==> src/reset_source_regs.vh <==
// Constants shared by the reset source and delay logic.
// Assumes a 50 MHz reference clock; the minimum pulse counts below are derived from it.
`ifndef RESET_SOURCE_REGS_VH
`define RESET_SOURCE_REGS_VH

`define CLK_PERIOD_NS        20
`define EXT_MIN_PULSE_NS     1500
`define EXT_MIN_PULSE_CYC    ((`EXT_MIN_PULSE_NS + `CLK_PERIOD_NS - 1) / `CLK_PERIOD_NS)
`define BOD_MIN_LOW_NS       2000
`define BOD_MIN_LOW_CYC      ((`BOD_MIN_LOW_NS + `CLK_PERIOD_NS - 1) / `CLK_PERIOD_NS)
`define FILTER_CNT_W         8

`define REG_FLAGS            4'h0
`define REG_CONTROL          4'h1
`define REG_STATUS           4'h2
`define REG_FUSES            4'h3

`define FLAG_POR_BIT         0
`define FLAG_EXT_BIT         1
`define FLAG_BOD_BIT         2
`define FLAG_WDOG_BIT        3
`define CTRL_WDOG_EN_BIT     0

`define FLAGS_RESET          4'h0
`define CONTROL_RESET        1'b0

`define DELAY_CNT_W          20
`define TOUT_CYC_0           20'h0_0010
`define TOUT_CYC_1           20'h0_1000
`define TOUT_CYC_2           20'h0_4000
`define TOUT_CYC_3           20'h1_0000

`endif

==> src/reset_source_and_delay_logic.v <==
// Combines the four reset sources into one stretched chip reset and an
// immediate port reset, and records which source caused each reset.
// Assumes sources arrive from outside the clock domain, fuses are static,
// and software reaches the registers over a plain strobe port.
//
// How it works
// - Chip reset holds I/O registers at initial values; release starts vector fetch.
// - Port reset rises at once when any source becomes active.
// - Port reset path is asynchronous and needs no running clock.
// - Delay counter starts only after every source has gone inactive.
// - Delay length is chosen by the clock select fuses.
// - Supply below power-on threshold asserts reset.
// - External pin low longer than minimum pulse length asserts reset.
// - Watchdog expiry resets only while the watchdog is enabled.
// - Brown-out resets only while its enable fuse is programmed.
// - Brown-out must persist about 2 us before it is accepted.
// - Supply rising past power-on threshold starts the delay counter.
// - Supply falling again reasserts reset at once, without delay.
// - Watchdog gives a one-clock pulse; counting starts at its falling edge.
// - Per-source flags; power-on clears others; software clears by writing zero.
`timescale 1ns/10ps
`include "reset_source_regs.vh"

module reset_source_and_delay_logic #(
  parameter [`DELAY_CNT_W-1:0] TOUT_CYC_0 = `TOUT_CYC_0,
  parameter [`DELAY_CNT_W-1:0] TOUT_CYC_1 = `TOUT_CYC_1,
  parameter [`DELAY_CNT_W-1:0] TOUT_CYC_2 = `TOUT_CYC_2,
  parameter [`DELAY_CNT_W-1:0] TOUT_CYC_3 = `TOUT_CYC_3
) (
  input  wire       ref_clk,
  input  wire       rst_n,
  input  wire       supply_below_pot,
  input  wire       reset_pin_n,
  input  wire       watchdog_timeout,
  input  wire       brownout_detector,
  input  wire       brownout_enable_fuse,
  input  wire       brownout_level_fuse,
  input  wire [3:0] clock_select_fuses,
  input  wire [3:0] reg_addr,
  input  wire [7:0] reg_wdata,
  input  wire       reg_write,
  input  wire       reg_read,
  output reg  [7:0] reg_rdata,
  output reg        chip_reset,
  output reg        port_reset,
  output reg        reset_vector_fetch,
  output reg        watchdog_enable,
  output reg        brownout_level_select
);

  // Picks the time-out length for a clock select setting.
  function [`DELAY_CNT_W-1:0] timeout_cycles;
    input [3:0] sel;
    begin
      case (sel[1:0])
        2'h0:    timeout_cycles = TOUT_CYC_0;
        2'h1:    timeout_cycles = TOUT_CYC_1;
        2'h2:    timeout_cycles = TOUT_CYC_2;
        default: timeout_cycles = TOUT_CYC_3;
      endcase
    end
  endfunction

  // The minimum widths are worked out in nanoseconds and rounded up to whole
  // clocks; the counts fit the filter counter, so the cut keeps every bit.
  localparam integer             EXT_MIN_INT = `EXT_MIN_PULSE_CYC;
  localparam integer             BOD_MIN_INT = `BOD_MIN_LOW_CYC;
  localparam [`FILTER_CNT_W-1:0] EXT_MIN_CYC = EXT_MIN_INT[`FILTER_CNT_W-1:0];
  localparam [`FILTER_CNT_W-1:0] BOD_MIN_CYC = BOD_MIN_INT[`FILTER_CNT_W-1:0];

  // Delay sequencer states: held in reset, counting the time-out, running.
  localparam [1:0] ST_HOLD  = 2'h0;
  localparam [1:0] ST_COUNT = 2'h1;
  localparam [1:0] ST_RUN   = 2'h2;

  wire [9:0] raw_in;
  reg  [9:0] sync_a;
  reg  [9:0] sync_b;
  reg        wdog_seen;

  wire       por_level;
  wire       ext_level;
  wire       wdog_level;
  wire       bod_level;
  wire       bod_enabled;
  wire       bod_level_fuse;
  wire [3:0] clock_select_fuses_fuses;

  wire       ext_active;
  wire       bod_qualified;
  wire       bod_active;
  wire       wdog_pulse;
  wire       any_source;
  wire       raw_any;

  reg  [1:0]              state;
  reg  [1:0]              next_state;
  reg  [`DELAY_CNT_W-1:0] delay_cnt;
  reg  [`DELAY_CNT_W-1:0] next_delay_cnt;
  reg  [3:0]              flags;
  reg  [3:0]              next_flags;

  // Inversion before the first flop keeps every source active high.
  assign raw_in = {clock_select_fuses, brownout_level_fuse, brownout_enable_fuse,
                   brownout_detector, watchdog_timeout, ~reset_pin_n,
                   supply_below_pot};

  // Two flops per source; only the second is read, as the first may still be
  // settling from a metastable sample.
  always @(posedge ref_clk) begin
    if (!rst_n) begin
      sync_a <= 10'h000;
      sync_b <= 10'h000;
    end else begin
      sync_a <= raw_in;
      sync_b <= sync_a;
    end
  end

  assign por_level      = sync_b[0];
  assign ext_level      = sync_b[1];
  assign wdog_level     = sync_b[2];
  assign bod_level      = sync_b[3];
  assign bod_enabled    = sync_b[4];
  assign bod_level_fuse = sync_b[5];
  assign clock_select_fuses_fuses    = sync_b[9:6];

  // The pin and the brown-out detector must stay active for their minimum
  // widths before they count as reset sources.
  min_width_filter #(
    .MIN_CYC (EXT_MIN_CYC)
  ) u_ext_filter (
    .ref_clk   (ref_clk),
    .rst_n     (rst_n),
    .level_in  (ext_level),
    .qualified (ext_active)
  );

  min_width_filter #(
    .MIN_CYC (BOD_MIN_CYC)
  ) u_bod_filter (
    .ref_clk   (ref_clk),
    .rst_n     (rst_n),
    .level_in  (bod_level),
    .qualified (bod_qualified)
  );

  // A brown-out counts only while its enable fuse is programmed.
  assign bod_active = bod_qualified & bod_enabled;

  // The watchdog may hold its time-out for several clocks; only its first
  // clock counts, so the reset pulse is always exactly one clock long.
  always @(posedge ref_clk) begin
    if (!rst_n) begin
      wdog_seen <= 1'b0;
    end else begin
      wdog_seen <= wdog_level;
    end
  end

  assign wdog_pulse = wdog_level & ~wdog_seen & watchdog_enable;

  // All qualified sources are ORed into the one request for reset.
  assign any_source = por_level | ext_active | bod_active | wdog_pulse;

  // Unfiltered, unclocked view of the sources for the port reset.
  // The watchdog may hold its time-out far longer than the one-clock reset
  // it stands for; once the synchronised copy has seen it, its term drops so
  // that the port pins leave reset together with the chip reset.
  assign raw_any = supply_below_pot | ~reset_pin_n |
                   (brownout_detector & brownout_enable_fuse) |
                   (watchdog_timeout & watchdog_enable & ~wdog_seen);

  // Delay counter sequencing. Any source seen while counting sends the
  // sequencer back to hold, so the full time-out always follows the last
  // source to go inactive.
  always @* begin
    next_state     = state;
    next_delay_cnt = delay_cnt;
    case (state)
      ST_HOLD: begin
        if (!any_source) begin
          next_state     = ST_COUNT;
          next_delay_cnt = timeout_cycles(clock_select_fuses_fuses) - 20'h0_0001;
        end
      end
      ST_COUNT: begin
        if (any_source) begin
          next_state = ST_HOLD;
        end else if (delay_cnt == {`DELAY_CNT_W{1'b0}}) begin
          next_state = ST_RUN;
        end else begin
          next_delay_cnt = delay_cnt - 20'h0_0001;
        end
      end
      ST_RUN: begin
        if (any_source) begin
          next_state = ST_HOLD;
        end
      end
      default: begin
        next_state = ST_HOLD;
      end
    endcase
  end

  // The chip reset is taken from the next state so that it changes on the
  // same edge as the sequencer, and the vector fetch strobe marks the one
  // clock in which the chip first runs.
  always @(posedge ref_clk) begin
    if (!rst_n) begin
      state              <= ST_HOLD;
      delay_cnt          <= {`DELAY_CNT_W{1'b0}};
      chip_reset         <= 1'b1;
      reset_vector_fetch <= 1'b0;
    end else begin
      state              <= next_state;
      delay_cnt          <= next_delay_cnt;
      chip_reset         <= (next_state != ST_RUN);
      reset_vector_fetch <= (state == ST_COUNT) && (next_state == ST_RUN);
    end
  end

  // Set at once by any raw source, released in step with the chip reset.
  always @(posedge ref_clk or posedge raw_any) begin
    if (raw_any) begin
      port_reset <= 1'b1;
    end else if (!rst_n) begin
      port_reset <= 1'b1;
    end else begin
      // A raw source still high at this edge keeps the set branch in charge.
      port_reset <= (next_state != ST_RUN);
    end
  end

  // Reset cause flags: a source event wins over a software clear.
  // Software can only clear bits; writing a one leaves a flag as it is.
  // Flags survive a chip reset; apart from a power-on only rst_n and
  // software clear them.
  always @* begin
    next_flags = flags;
    if (reg_write && (reg_addr == `REG_FLAGS)) begin
      next_flags = flags & reg_wdata[3:0];
    end
    if (por_level) begin
      next_flags[`FLAG_WDOG_BIT] = 1'b0;
      next_flags[`FLAG_BOD_BIT]  = 1'b0;
      next_flags[`FLAG_EXT_BIT]  = 1'b0;
      next_flags[`FLAG_POR_BIT]  = 1'b1;
    end else begin
      if (ext_active) begin
        next_flags[`FLAG_EXT_BIT] = 1'b1;
      end
      if (bod_active) begin
        next_flags[`FLAG_BOD_BIT] = 1'b1;
      end
      if (wdog_pulse) begin
        next_flags[`FLAG_WDOG_BIT] = 1'b1;
      end
    end
  end

  always @(posedge ref_clk) begin
    if (!rst_n) begin
      flags <= `FLAGS_RESET;
    end else begin
      flags <= next_flags;
    end
  end

  // Control register and fuse-driven outputs. A power-on drops the watchdog
  // enable, so a fresh supply always starts with the watchdog off.
  always @(posedge ref_clk) begin
    if (!rst_n) begin
      watchdog_enable       <= `CONTROL_RESET;
      brownout_level_select <= 1'b0;
    end else begin
      brownout_level_select <= bod_level_fuse;
      if (por_level) begin
        watchdog_enable <= `CONTROL_RESET;
      end else if (reg_write && (reg_addr == `REG_CONTROL)) begin
        watchdog_enable <= reg_wdata[`CTRL_WDOG_EN_BIT];
      end
    end
  end

  // Read data stand in the cycle after the read strobe only.
  always @(posedge ref_clk) begin
    if (!rst_n) begin
      reg_rdata <= 8'h00;
    end else if (reg_read) begin
      case (reg_addr)
        `REG_FLAGS:   reg_rdata <= {4'h0, flags};
        `REG_CONTROL: reg_rdata <= {7'h00, watchdog_enable};
        `REG_STATUS:  reg_rdata <= {state, bod_enabled, wdog_pulse, bod_active,
                                    ext_active, por_level, chip_reset};
        `REG_FUSES:   reg_rdata <= {2'h0, bod_level_fuse, bod_enabled, clock_select_fuses_fuses};
        default:      reg_rdata <= 8'h00;
      endcase
    end else begin
      reg_rdata <= 8'h00;
    end
  end

endmodule // reset_source_and_delay_logic

==> src/min_width_filter.v <==
// Qualifies a synchronised level: the output rises only after the input has
// stayed high for MIN_CYC consecutive clocks and drops as soon as it falls.
// Assumes level_in is already on ref_clk.
`timescale 1ns/10ps
`include "reset_source_regs.vh"

module min_width_filter #(
  parameter [`FILTER_CNT_W-1:0] MIN_CYC = 8'h01
) (
  input  wire ref_clk,
  input  wire rst_n,
  input  wire level_in,
  output reg  qualified
);

  reg [`FILTER_CNT_W-1:0] held;

  always @(posedge ref_clk) begin
    if (!rst_n) begin
      held      <= {`FILTER_CNT_W{1'b0}};
      qualified <= 1'b0;
    end else if (!level_in) begin
      held      <= {`FILTER_CNT_W{1'b0}};
      qualified <= 1'b0;
    end else if (held != MIN_CYC) begin
      held      <= held + 8'h01;
      qualified <= (held + 8'h01 == MIN_CYC);
    end
  end

endmodule // min_width_filter

==> config.mk <==
export PLATFORM = sky130hd
export DESIGN_NAME = reset_source_and_delay_logic
export DESIGN_NICKNAME = d
export VERILOG_FILES = /design/src/reset_source_and_delay_logic.v /design/src/min_width_filter.v
export VERILOG_INCLUDE_DIRS = /design/src
export SDC_FILE = /design/constraint.sdc
export NUM_CORES = 1
export LEC_CHECK = 0
export ABC_AREA = 1
export BUFFER_PORTS_ARGS = -buffer_cell sky130_fd_sc_hd__buf_2
export CAP_MARGIN = 0
export CORE_MARGIN = 5
export CORE_UTILIZATION = 45
export CTS_BUF_LIST = sky130_fd_sc_hd__clkbuf_4
export DETAILED_ROUTE_END_ITERATION = 8
export PLACE_DENSITY_LB_ADDON = 0.2
export SLEW_MARGIN = 20
export SYNTH_ARGS = -nofsm -noshare
export SYNTH_HDL_FRONTEND = slang
export SYNTH_SLANG_ARGS = --single-unit
==> constraint.sdc <==
create_clock -name ref_clk -period 1.9 [get_ports ref_clk]
set_clock_uncertainty 0.15 [all_clocks]
set_input_delay 0 -clock ref_clk [delete_from_list [all_inputs] [get_ports ref_clk]]
set_output_delay 0 -clock ref_clk [all_outputs]
set_load 0.02 [all_outputs]
### Word-level counts from Yosys, hierarchy flattened

Cells that the tools add are included.
W data, S select, Z words.

| storage, ports and cells | value |
|---|---|
| flip-flop bits (word level) | 78 |
| bits of input ports | 26 |
| output and inout bits | 13 |

| cells by class | value |
|---|---|
| add/subtract/negate cells | 4 |
| equal/unequal tests | 16 |
| mux-type cells | 19 |
| bitwise gates (word level) | 16 |
| reductions and logical operators | 17 |

Operator list:

| kind | number |
|---|---|
| $mux W20 | 5 |
| $pmux W17 S3 | 1 |
| $pmux W20 S2 | 1 |
| $sub A20 B1 Y20 const B | 2 |
| $pmux W8 S4 | 1 |
| $logic_not A20 Y1 | 1 |
| $add A8 B1 Y8 const B | 2 |
| $eq A8 B7 Y1 const B | 2 |
| $ne A8 B7 Y1 const B | 2 |
| $reduce_bool A2 Y1 | 5 |
| $eq A4 B2 Y1 const B | 2 |
| $mux W2 | 4 |
| $ne A2 B2 Y1 const B | 4 |
| $and A1 B1 Y1 | 6 |
| $eq A2 B2 Y1 const B | 3 |
| $or A1 B1 Y1 | 6 |
| $pmux W2 S3 | 1 |
| $reduce_and A2 Y1 | 3 |
| $mux W1 | 5 |
| $and A4 B4 Y4 | 1 |
| $eq A2 B1 Y1 const B | 2 |
| $eq A4 B1 Y1 const B | 1 |
| $logic_not A2 Y1 | 2 |
| $logic_not A4 Y1 | 1 |
| 5 further kinds | 9 |

### Longest topological paths before layout

Gate-level depths: netlist of the first run.

| depth | value |
|---|---|
| word-level depth | 9 |
| gate-level depth with buffers | 15 |
| depth with buffers taken out | 13 |

### Hierarchy

A second synthesis of the first run with hierarchy kept.

| second synthesis, totals | value |
|---|---|
| cell total of the unflattened synthesis | 557 |
| area total of the unflattened synthesis | 3817.4 sq um |

Modules (own cells, without submodules):

| module | times used | cells each | area an instance (sq um) | seq. area each (sq um) |
|---|---|---|---|---|
| reset_source_and_delay_logic | 1 | 420 | 2850.2 | 1207.4 |
| min_width_filter at u_ext_filter | 1 | 71 | 488.0 | 180.2 |
| min_width_filter at u_bod_filter | 1 | 66 | 479.2 | 180.2 |

### Worst setup path before layout of the first run

No wires, ideal clock.

| path | value |
|---|---|
| path type | flip-flop to flip-flop |
| start | register state[0] |
| end | register delay_cnt[14] |
| setup time | 109 ps |
| arrival | 1575 ps |
| data required time | 1641 ps |
| setup slack | 67 ps |
| cell stages (with the launch flop) | 15 |
| period minus slack after synthesis | 1833 ps |
| cells stage by stage | dfxtp_1 -> buf_6 -> inv_2 -> nor2_4 -> buf_6 -> nand2_1 -> ha_1 -> inv_1 -> nor2_4 -> nand2_2 -> nor2_4 -> nand3_1 -> nand3_1 -> nand2_1 -> inv_1 |

| between the ends | value |
|---|---|
| cells in the longest elaborated chain, start to end | 3 |
| elaborated cells between the ends (all ways) | 8 |
| classes of those cells | 4 x eq/ne; 1 x mux; 3 x reduce/logical |

Ends and longest elaborated chain:

| element | line | text |
|---|---|---|
| start: declaration | reset_source_and_delay_logic.v:96 | `reg [1:0] state;` |
| start signal: assignment | reset_source_and_delay_logic.v:217 | `state <= next_state;` |
| $eq A2 B1 Y1 / $logic_not A2 Y1 (equally long branches) | -- |  |
| $ne A2 B2 Y1 (no source line) / $reduce_bool A2 Y1 (equally long branches) | -- |  |
| $reduce_and A4 Y1 (no source line) | -- |  |
| end signal: assignment | reset_source_and_delay_logic.v:213 | `` delay_cnt <= {`DELAY_CNT_W{1'b0}}; `` |
| end signal: assignment | reset_source_and_delay_logic.v:218 | `delay_cnt <= next_delay_cnt;` |
| end: declaration | reset_source_and_delay_logic.v:98 | `` reg [`DELAY_CNT_W-1:0] delay_cnt; `` |

Several ways; a longest one is shown, not always the timed one.
A chain may end at the register's enable or synchronous reset.

### Final worst setup path of the first run

| path | value |
|---|---|
| start | input port reg_addr[3] |
| end | register flags[2] |

| between the ends | value |
|---|---|
| cells in the longest elaborated chain, start to end | 3 |

Ends and longest elaborated chain:

| element | line | text |
|---|---|---|
| start: declaration | reset_source_and_delay_logic.v:39 | `input wire [3:0] reg_addr,` |
| $logic_not A4 Y1 | -- |  |
| $logic_and A1 B1 Y1 | reset_source_and_delay_logic.v:242 | `` if (reg_write && (reg_addr == `REG_FLAGS)) begin `` |
| $reduce_bool A2 Y1 (no source line) | -- |  |
| end signal: assignment | reset_source_and_delay_logic.v:265 | `` flags <= `FLAGS_RESET; `` |
| end signal: assignment | reset_source_and_delay_logic.v:267 | `flags <= next_flags;` |
| end: declaration | reset_source_and_delay_logic.v:100 | `reg [3:0] flags;` |

Every way passes these cells.

==> flow_summary.ini, run 1 <==
[synth]
synth_seq_area_share_pct = 42.0
syn_nets = 554
synth_seq_cells = 78
synth_edf_count = 0
synth_top_area_share_pct = 41.3
synth_area_leaders = dfxtp_1 (41%), nand2_1 (12%), inv_1 (8.7%)
synth.largest_area_cell = dfxtp_1
netlist_area_sq_um = 3730
netlist_instances = 523
yosysWarnings = 0
avgSynthCellArea_sq_um = 7.13
synthFlopType = dfxtp_1
async_flop_share_pct = 1.28
synthDistinctLibCells = 36

[power_and_ir_drop]
p_comb_share_pct = 25.3
power_density_nw_per_um2 = 846
ir_drop_v = 0.000372
p_leak_nw = 2.24
netSwitchingFraction_pct = 31.7
p_int_mw = 2.71
pwr-share-seq_pct = 45.8
switching_power_mw = 1.26
clockPowerShare_pct = 29.0

[place]
dp_hpwl_mm = 6.24
port_buffers = 34
post_dp_cell_area_sq_um = 4110
gp_congestion = 0.926
preCtsSetupSlack_ps = 90.7

[global_route]
grt_remaining_overflow = 0
grt_max_degree = 21
track_usage_pct = 18.3
grt_pass1_wl_mm = 14.7
grt_antenna_before_repair = 0
first_global_vias = 3175

[setup_path]
crit_top_cell = dlygate4sd3_1
required_ps = 2080
path_cells = buf_2 > nor2_2 > dlygate4sd3_1 > nand3_1 > inv_2 > nand2_1 > o21ai_0 > dlygate4sd3_1 > a21oi_1
critPathCaptureType = register
startpoint_type = input port
cpPeakStageDelay_ps = 590
cp_max_fo = 5
timing.rr.start = sync_b[4]$_SDFF_PN0_
cp.arrival_ps = 1980
crit_family = buffers and inverters
crit_type = in2reg
crit_slowest_cell = dlygate4sd3_1
crit_start = reg_addr[3]
critPathBufInv = 4

[hold_path]
min_path_type = in2reg
min-delay-start = reg_addr[1]

[sta]
fin_ws_ps = 102
slew_viol_final = 0
finalSetupViolations = 0
fin_hold_ws_ps = 17.3
min_period_ps = 1800
period_share_pct = 94.6
max_clock_freq_mhz = 556
worst_slew_pin_slew_ps = 570
slew_headroom_pct = 61.9
rsz0062_at_grt = yes
hold_viol = 0

[clock_tree]
cts_tree = done
clock_latency_ps = 420
h-tree-depth = 3
cts_buffers = 9
clkSinkCount = 78
cts-root-buf = clkbuf_4
clk_pin_slew_ps = 130
clockBufferDepth = 2

[route]
met3_length_microns = 373
drc = 0
routedWlPerCell_microns = 12.0
highest_layer = met4
wirelength_mm = 8.68
wl_met2_mm = 4.07
dr_total_vias = 3428
viasPerCell = 4.73
drt_iter0_markers = 116
wl_met1_mm = 4.03
ant_nets = 0
first_pass_iters = 5

[floorplanning]
io_pins = 39
die_area_sq_um = 10200
die_h_microns = 101
die_width_microns = 101
coreArea_sq_um = 8130
rows = 33
start_util_pct = 45.8

[job]
maxCapViolCount = 0

[finish]
final_nets = 646
multi_input_area_sq_um = 1780
num-fill-cells = 761
syn2layout_area_growth_pct = 26.0
final_common_cell = nand2_1
final_cell_mix = nand2_1 (124), inv_1 (84), dfxtp_1 (76)
n_antenna_cell = 0
drive_gt1_share_pct = 18.1
design_area_sq_um = 4700
regArea_sq_um = 1570
postLayoutCoreUtil_pct = 57.7

[status]
status = finished, final reports clean
[worst register-to-register path: stages (launching register included)]
cell     delay, ps
dfxtp_1        360
nand2_1        130
nand3_1         80
inv_1           80
nand2_1        110
nor2_4         190
inv_1           90
nor2_4         140
buf_6          160
o21ai_0        100
a21oi_1        140
[per-layer routing]
| layer | global-route usage (%) | up-vias |
|---|---|---|
| li1 | - | 1806 |
| met1 | 22.9 | 1533 |
| met2 | 30.2 | 66 |
| met3 | 3.74 | 23 |
| met4 | 8.59 | 0 |
| met5 | 0 | - |
[logic make-up after synthesis]
family	after synthesis	synth area share, %
fa+ha+maj	5	1.68
simple gates	275	34.6
buf+inv	98	10.5
xor+xnor	17	3.99
flops	78	42.0
compound gates	50	7.21
[Yosys cell counts, types with 2 or more instances]
| cell | instances |
|---|---|
| nand3_2 | 5 |
| xnor2_1 | 7 |
| o211ai_1 | 3 |
| buf_4 | 2 |
| xor2_1 | 10 |
| nand2_2 | 10 |
| inv_2 | 3 |
| or2_2 | 2 |
| or2_1 | 2 |
| nand3_1 | 27 |
| buf_6 | 2 |
| o21ai_1 | 3 |
| nand2_4 | 2 |
| a21oi_1 | 28 |
| ha_1 | 5 |
| o21bai_1 | 2 |
| nor2_2 | 5 |
| nor2_4 | 6 |
| nand4_1 | 10 |
| inv_1 | 86 |
| dfxtp_1 | 77 |
| nand2_1 | 124 |
| nor3_1 | 14 |
| clkbuf_1 | 4 |
| nor2_1 | 62 |
| o21ai_0 | 12 |
[sequential cells by signal (all words and copies together) (netlist names), 2 cells and up]
register	count
sync_b	10
state	2
sync_a	10
flags	4
u_ext_filter.held	8
reg_rdata	8
delay_cnt	20
u_bod_filter.held	8
[power by group through the flow]
stage	combinational, mW	clock, mW	sequential [mW]
3_3_place_gp	0.915	0	1.85
3_5_place_dp	0.934	0	1.86
6_report	1.00	1.15	1.82
5_1_grt	1.14	1.27	1.83
4_1_cts	0.986	1.18	1.82
2_1_floorplan	0.706	0	1.84
[worst paths after layout]
check                                            end  slack (ps)  depth (start not counted)
max                            flags[2]$_SDFFE_PP0P_         100                          9
min                          reg_rdata[3]$_SDFF_PN0_          20                          8
max reg2reg                delay_cnt[1]$_SDFFE_PN0P_         110                         10
min reg2reg                     wdog_seen$_SDFF_PN0_         270                          2
max in group asynchronous       port_reset$_DFF_PP1_         690                          4
min in group asynchronous       port_reset$_DFF_PP1_         590                          4
[timing repair]
action	in CTS	in global routing
endpoints found under the hold margin	40	1
setup buffers	0	3
gates resized for setup	0	10
setup endpoints to repair	0	18
hold buffers	37	2
[stage by stage]
step	cells	TNS [ps]	total power, mW
after floorplan	523	0	2.55
after global placement	668	0	2.77
after detailed placement	668	0	2.79
after CTS	721	0	3.99
after global routing	725	-9.89	4.24
final	725	0	3.97
[final cells by class]
type,instances,share of cell area (%)
clock buffer,11,1.76
clock inverter,5,1.78
inverter,89,7.11
multi-input combinational,347,37.9
sequential,78,33.4
tap,105,2.80
timing repair buffer,90,15.3
(Power assumes the default switching activity.)
==> run 2, diff against run 1 <==
--- a/config.mk
+++ b/config.mk
@@ -6,8 +6,8 @@
 export SDC_FILE = /design/constraint.sdc
 export NUM_CORES = 1
 export LEC_CHECK = 0
-export ABC_AREA = 1
-export BUFFER_PORTS_ARGS = -buffer_cell sky130_fd_sc_hd__buf_2
+export ABC_AREA = 0
+export BUFFER_PORTS_ARGS = -buffer_cell sky130_fd_sc_hd__buf_4
 export CAP_MARGIN = 0
 export CORE_MARGIN = 5
 export CORE_UTILIZATION = 45
==> run 2 against run 1 <==
  * Die area fell by 6.1%
  * The flow now finishes with violations (negative setup slack)
  * Synthesized cell count fell by 24%
  * Combinational power rose by 48%
==> flow_summary.ini, run 2 <==
[global_route]
use_met2_pct = 33.5
use_met3_pct = 4.43
track_usage_pct = 19.8
grt_pass1_wl_mm = 15.4
grtUsageMet1_pct = 25.4
grt_antenna_before_repair = 0
grt_remaining_overflow = 0
busiest_layer = met2
first_global_vias = 3190
grt_max_degree = 37

[route]
wirelength_mm = 9.51
viasPerCell = 5.27
first_pass_iters = 4
routedWlPerCell_microns = 15.2
dr_total_vias = 3297
drc = 0
drt_iter0_markers = 125
ant_nets = 0

[setup_path]
crit_slowest_cell = or3_4
critPathBufInv = 1
critPathCaptureType = register
crit_family = simple AND/OR/NAND/NOR gates
cp_max_fo = 8
required_ps = 2080
cpPeakStageDelay_ps = 410
path_cells = or3_4 > nor4_4 > a31o_4 > buf_6 > a21oi_2 > xnor2_1 > and2_1
cp.arrival_ps = 2250
crit_type = reg2reg
startpoint_type = register

[power_and_ir_drop]
netSwitchingFraction_pct = 31.9
pwr-share-seq_pct = 42.3
ir_drop_v = 0.000505
power_density_nw_per_um2 = 852
clockPowerShare_pct = 23.3
p_int_mw = 2.92
p_leak_nw = 2.00
p_comb_share_pct = 34.5
switching_power_mw = 1.37

[sta]
finalSetupViolations = 24
rsz0062_at_grt = yes
fin_ws_ps = -167
worst_slew_pin_slew_ps = 349
fin_hold_ws_ps = 137
slew_headroom_pct = 76.5
max_clock_freq_mhz = 484
slew_viol_final = 0
hold_viol = 0
min_period_ps = 2070
period_share_pct = 109

[finish]
final_common_cell = buf_4
syn2layout_area_growth_pct = 44.8
postLayoutCoreUtil_pct = 66.1
reg.largest.list = delay_cnt x20, sync_a x10, sync_b x10
final_nets = 550
final_cell_mix = buf_4 (90), dfxtp_1 (73), nor2_1 (39)
drive_gt1_share_pct = 33.2
regMostFlops = delay_cnt
largest_reg_flops = 20
n_antenna_cell = 0
finalNonFillerCells = 626

[place]
port_buffers = 34
gp_congestion = 0.934
dp_cells = 575
dp_hpwl_mm = 6.49
preCtsSetupSlack_ps = -145

[floorplanning]
start_util_pct = 45.7
rows = 32
die_width_microns = 97.9
coreArea_sq_um = 7610
die_area_sq_um = 9580
io_pins = 39
die_h_microns = 97.9

[clock_tree]
clkSinkCount = 78
h-tree-depth = 3
clk_pin_slew_ps = 140
clock_latency_ps = 420
cts-root-buf = clkbuf_4
clockBufferDepth = 2
cts_buffers = 9
cts_tree = done

[job]
maxCapViolCount = 0

[synth]
synth.most_common_cell = dfxtp_1
syn_nets = 429
async_flop_share_pct = 1.28
yosysWarnings = 0
synth_area_leaders = dfxtp_1 (44%), and2_1 (4.9%), nor2_1 (4.5%)
synth_edf_count = 0
synthDistinctLibCells = 62
netlist_area_sq_um = 3470
avgSynthCellArea_sq_um = 8.73
synth_seq_area_share_pct = 45.1
synth.largest_area_cell = dfxtp_1
synth_seq_cells = 78
netlist_instances = 398
synthFlopType = dfxtp_1
synth_common_cells = dfxtp_1 (77), nor2_1 (42), nand2_1 (36), and2_1 (27), nand3_1 (27)
synth_top_area_share_pct = 44.4

[hold_path]
min_path_type = in2reg

[status]
violations = negative setup slack
status = finished, violations left
run 2: stage by stage:
stage          cell area [sq um]  TNS [ps]  power, mW
5_1_grt                     5030     -2870       4.51
6_report                    5030     -1780       4.29
2_1_floorplan               3530     -68.5       2.43
3_5_place_dp                4290     -1200       2.92
4_1_cts                     4770     -1100       4.01
3_3_place_gp                4290      -591       2.91
run 2: kinds of logic (layout without fill, tap and decap cells):
family	count (synthesis)	count (layout)	synth area share, %
AND/OR/NAND/NOR	196	196	29.6
flip-flops	78	78	45.1
adder cells (fa/ha/maj)	5	5	1.80
multiplexers	6	6	2.12
XOR/XNOR	20	20	5.04
AO/OA/AOI/OAI	66	66	12.7
buffers and inverters	27	153	3.56
run 2: cell type report:
cell class / instances / area [sq um]
clock buffers: 10 / 75.1
well taps: 102 / 128
clock inverters: 6 / 61.3
inverters: 8 / 30.0
multi-input cells: 293 / 2060
fillers: 622 / 2580
flip-flops and latches: 78 / 1570
repair buffers: 129 / 1100
run 2: path summary, 6_finish.rpt:
path	from	end	slack, ps	cells past startpoint
min	reset_pin_n	sync_a[1]$_SDFF_PN0_	140	3
min reg2reg	sync_a[4]$_SDFF_PN0_	sync_b[4]$_SDFF_PN0_	290	1
max in group asynchronous	watchdog_enable$_SDFFE_PP0P_	port_reset$_DFF_PP1_	590	4
max	delay_cnt[6]$_SDFFE_PN0P_	delay_cnt[3]$_SDFFE_PN0P_	-170	7
max reg2reg	delay_cnt[6]$_SDFFE_PN0P_	delay_cnt[3]$_SDFFE_PN0P_	-170	7
min in group asynchronous	reset_pin_n	port_reset$_DFF_PP1_	630	4
run 2: power groups by stage:
stage,registers (mW),logic [mW],clock network (mW)
global route,1.82,1.58,1.11
floorplan,1.85,0.585,0
CTS,1.80,1.17,1.04
finish,1.81,1.48,0.998
global placement,1.84,1.07,0
detailed placement,1.84,1.08,0
run 2: tightest hold or removal path, delay by kind of cell:
family / cells / cell delay [ps]
buffers and inverters: 2 / 640
AND/OR/NAND/NOR: 1 / 40
run 2: timing repair:
| action | in CTS | in global routing |
|---|---|---|
| hold buffers | 29 | 0 |
| pin swaps | 7 | 27 |
| hold endpoints to repair | 47 | 0 |
| endpoints found under the setup margin | 22 | 26 |
| gates resized for setup | 10 | 58 |
| buffers inserted | 0 | 7 |
run 2: routing by layer:
metal / vias to the layer above / routed length (microns)
met3: 17 / 423
li1: 1633 / -
met2: 78 / 4830
met5: - / 0
met1: 1569 / 4060
met4: 0 / 198
==> run 3, diff against run 2 <==
--- a/config.mk
+++ b/config.mk
@@ -13,7 +13,7 @@
 export CORE_UTILIZATION = 45
 export CTS_BUF_LIST = sky130_fd_sc_hd__clkbuf_4
 export DETAILED_ROUTE_END_ITERATION = 8
-export PLACE_DENSITY_LB_ADDON = 0.2
+export PLACE_DENSITY = 0.72
 export SLEW_MARGIN = 20
 export SYNTH_ARGS = -nofsm -noshare
 export SYNTH_HDL_FRONTEND = slang
==> run 3 against run 2 <==
  * The run still ends with negative setup slack left
  * Hold slack improved by 37 ps
  * Setup slack improved by 9.4 ps
  * Core utilization decreased by 3.5 points
  * Die area unchanged
  * Critical path type unchanged
  * Critical endpoint unchanged
==> flow_summary.ini, run 3 (same netlist as run 2, synthesis figures left out) <==
[status]
status = finished, violations left
violations = negative setup slack

[route]
dr_total_vias = 3206
highest_layer = met4
met3_length_microns = 450
drt_iter0_markers = 183
wl_met2_mm = 4.50
wl_met1_mm = 3.85
viasPerCell = 5.24
routedWlPerCell_microns = 14.6
drc = 0
ant_nets = 0
wirelength_mm = 8.95
first_pass_iters = 5

[global_route]
grt_max_degree = 33
first_global_vias = 3067
grt_pass1_wl_mm = 14.6
grt_antenna_before_repair = 0
grt_remaining_overflow = 0
track_usage_pct = 18.5

[finish]
largest_reg_flops = 20
reg.largest.list = delay_cnt x20, sync_a x10, sync_b x10
syn2layout_area_growth_pct = 37.2
final_cell_mix = buf_4 (87), dfxtp_1 (71), nor2_1 (42)
postLayoutCoreUtil_pct = 62.7
drive_gt1_share_pct = 30.0
final_nets = 537
regMostFlops = delay_cnt
design_area_sq_um = 4770
finalNonFillerCells = 612
final_common_cell = buf_4
n_antenna_cell = 0

[power_and_ir_drop]
ir_drop_v = 0.000580
p_leak_nw = 1.93
power_mw = 4.01
power_density_nw_per_um2 = 840

[sta]
period_share_pct = 108
worst_slew_pin_slew_ps = 445
max_clock_freq_mhz = 486
min_period_ps = 2060
fin_ws_ps = -157
finalSetupViolations = 18
slew_headroom_pct = 70.2
tns_ps = -1320
slew_viol_final = 0
hold_viol = 0
rsz0062_at_grt = yes
fin_hold_ws_ps = 173

[setup_path]
critPathBufInv = 2
crit_start = delay_cnt[6]$_SDFFE_PN0P_
critPathCaptureType = register
crit_top_cell = buf_6
cp_max_fo = 6
endpoint = delay_cnt[3]$_SDFFE_PN0P_
cpPeakStageDelay_ps = 410
r2r_end = delay_cnt[3]$_SDFFE_PN0P_
timing.rr.start = delay_cnt[6]$_SDFFE_PN0P_
reg2reg_slack_ps = -160
path_cells = or3_4 > nor4_4 > a31o_4 > buf_6 > buf_6 > a21oi_2 > xnor2_1 > and2_1
rr_worst_depth = 8
startpoint_type = register
crit_type = reg2reg
required_ps = 2090
crit_slowest_cell = or3_4
crit_cells = 8
crit_family = simple AND/OR/NAND/NOR gates
cp.arrival_ps = 2240

[clock_tree]
cts_tree = done
cts-root-buf = clkbuf_4
clock_latency_ps = 430
clk_pin_slew_ps = 130
clkSinkCount = 78
clockBufferDepth = 2
cts_buffers = 9
h-tree-depth = 3

[job]
maxCapViolCount = 0

[floorplanning]
io_pins = 39
coreArea_sq_um = 7610
die_h_microns = 97.9
die_width_microns = 97.9
die_area_sq_um = 9580
start_util_pct = 45.7
rows = 32

[place]
preCtsSetupSlack_ps = -112
port_buffers = 34
post_dp_cell_area_sq_um = 4230
dp_cells = 569
dp_hpwl_mm = 6.05
gp_congestion = 0.897

[hold_path]
min_path_type = in2reg
[run 3: changes by cell type in the layout (fill, tap and decap cells not counted), moves of 3 or more]
cell | before | now
buf_4 | 90 | 87
buf_6 | 7 | 3
clkinv_2 | 0 | 3
dlygate4sd3_1 | 29 | 25
nor2_1 | 39 | 42
nor2_2 | 3 | 0
o21ai_0 | 10 | 17
o21ai_1 | 8 | 5
o21ai_2 | 6 | 2
[run 3: worst reg2reg max path, delay by kind of cell, from the launching register on]
kind | cells | cell delay, ps
xor gates and xnor gates | 1 | 120
DFF | 1 | 340
and+or+nand+nor | 3 | 860
buffers and inverters | 2 | 220
AOI/OAI and AO/OA | 2 | 280
[run 3: worst min-delay path by stage]
stage                                end                start  slack [ps]  depth (start not counted)
floorplan           port_reset$_DFF_PP1_          reset_pin_n        -130                          1
global placement    port_reset$_DFF_PP1_          reset_pin_n         -30                          2
detailed placement  port_reset$_DFF_PP1_          reset_pin_n         -30                          2
CTS                 sync_a[1]$_SDFF_PN0_          reset_pin_n         120                          3
global route        sync_a[5]$_SDFF_PN0_  brownout_level_fuse         160                          3
finish              sync_a[1]$_SDFF_PN0_          reset_pin_n         170                          3
[run 3: report_power, final]
| group | internal, mW | switching, mW | total (mW) |
|---|---|---|---|
| combinational | 0.621 | 0.605 | 1.23 |
| sequential | 1.74 | 0.0694 | 1.81 |
| clock | 0.392 | 0.580 | 0.972 |
| total | 2.75 | 1.25 | 4.01 |
[run 3: what timing repair did]
action                     in CTS  in global routing
setup buffers                   0                  3
cloned                          0                  0
hold endpoints to repair       48                  4
pin swaps                       3                 14
setup endpoints to repair      19                 24
hold buffers                   25                  1
resized for setup               9                 28
[run 3: layer usage]
metal | track usage, % | vias up
met1 | 23.2 | 1489
met4 | 5.96 | 0
met3 | 4.86 | 15
met5 | 0 | -
met2 | 31.0 | 88
li1 | - | 1614
[run 3: layout make-up]
type,instances,area (sq um)
fill,672,2840
inverter,8,30.0
tap,102,128
sequential,78,1580
timing repair buffer,116,957
clock buffer,9,67.6
clock inverter,6,61.3
multi-input combinational,293,1950
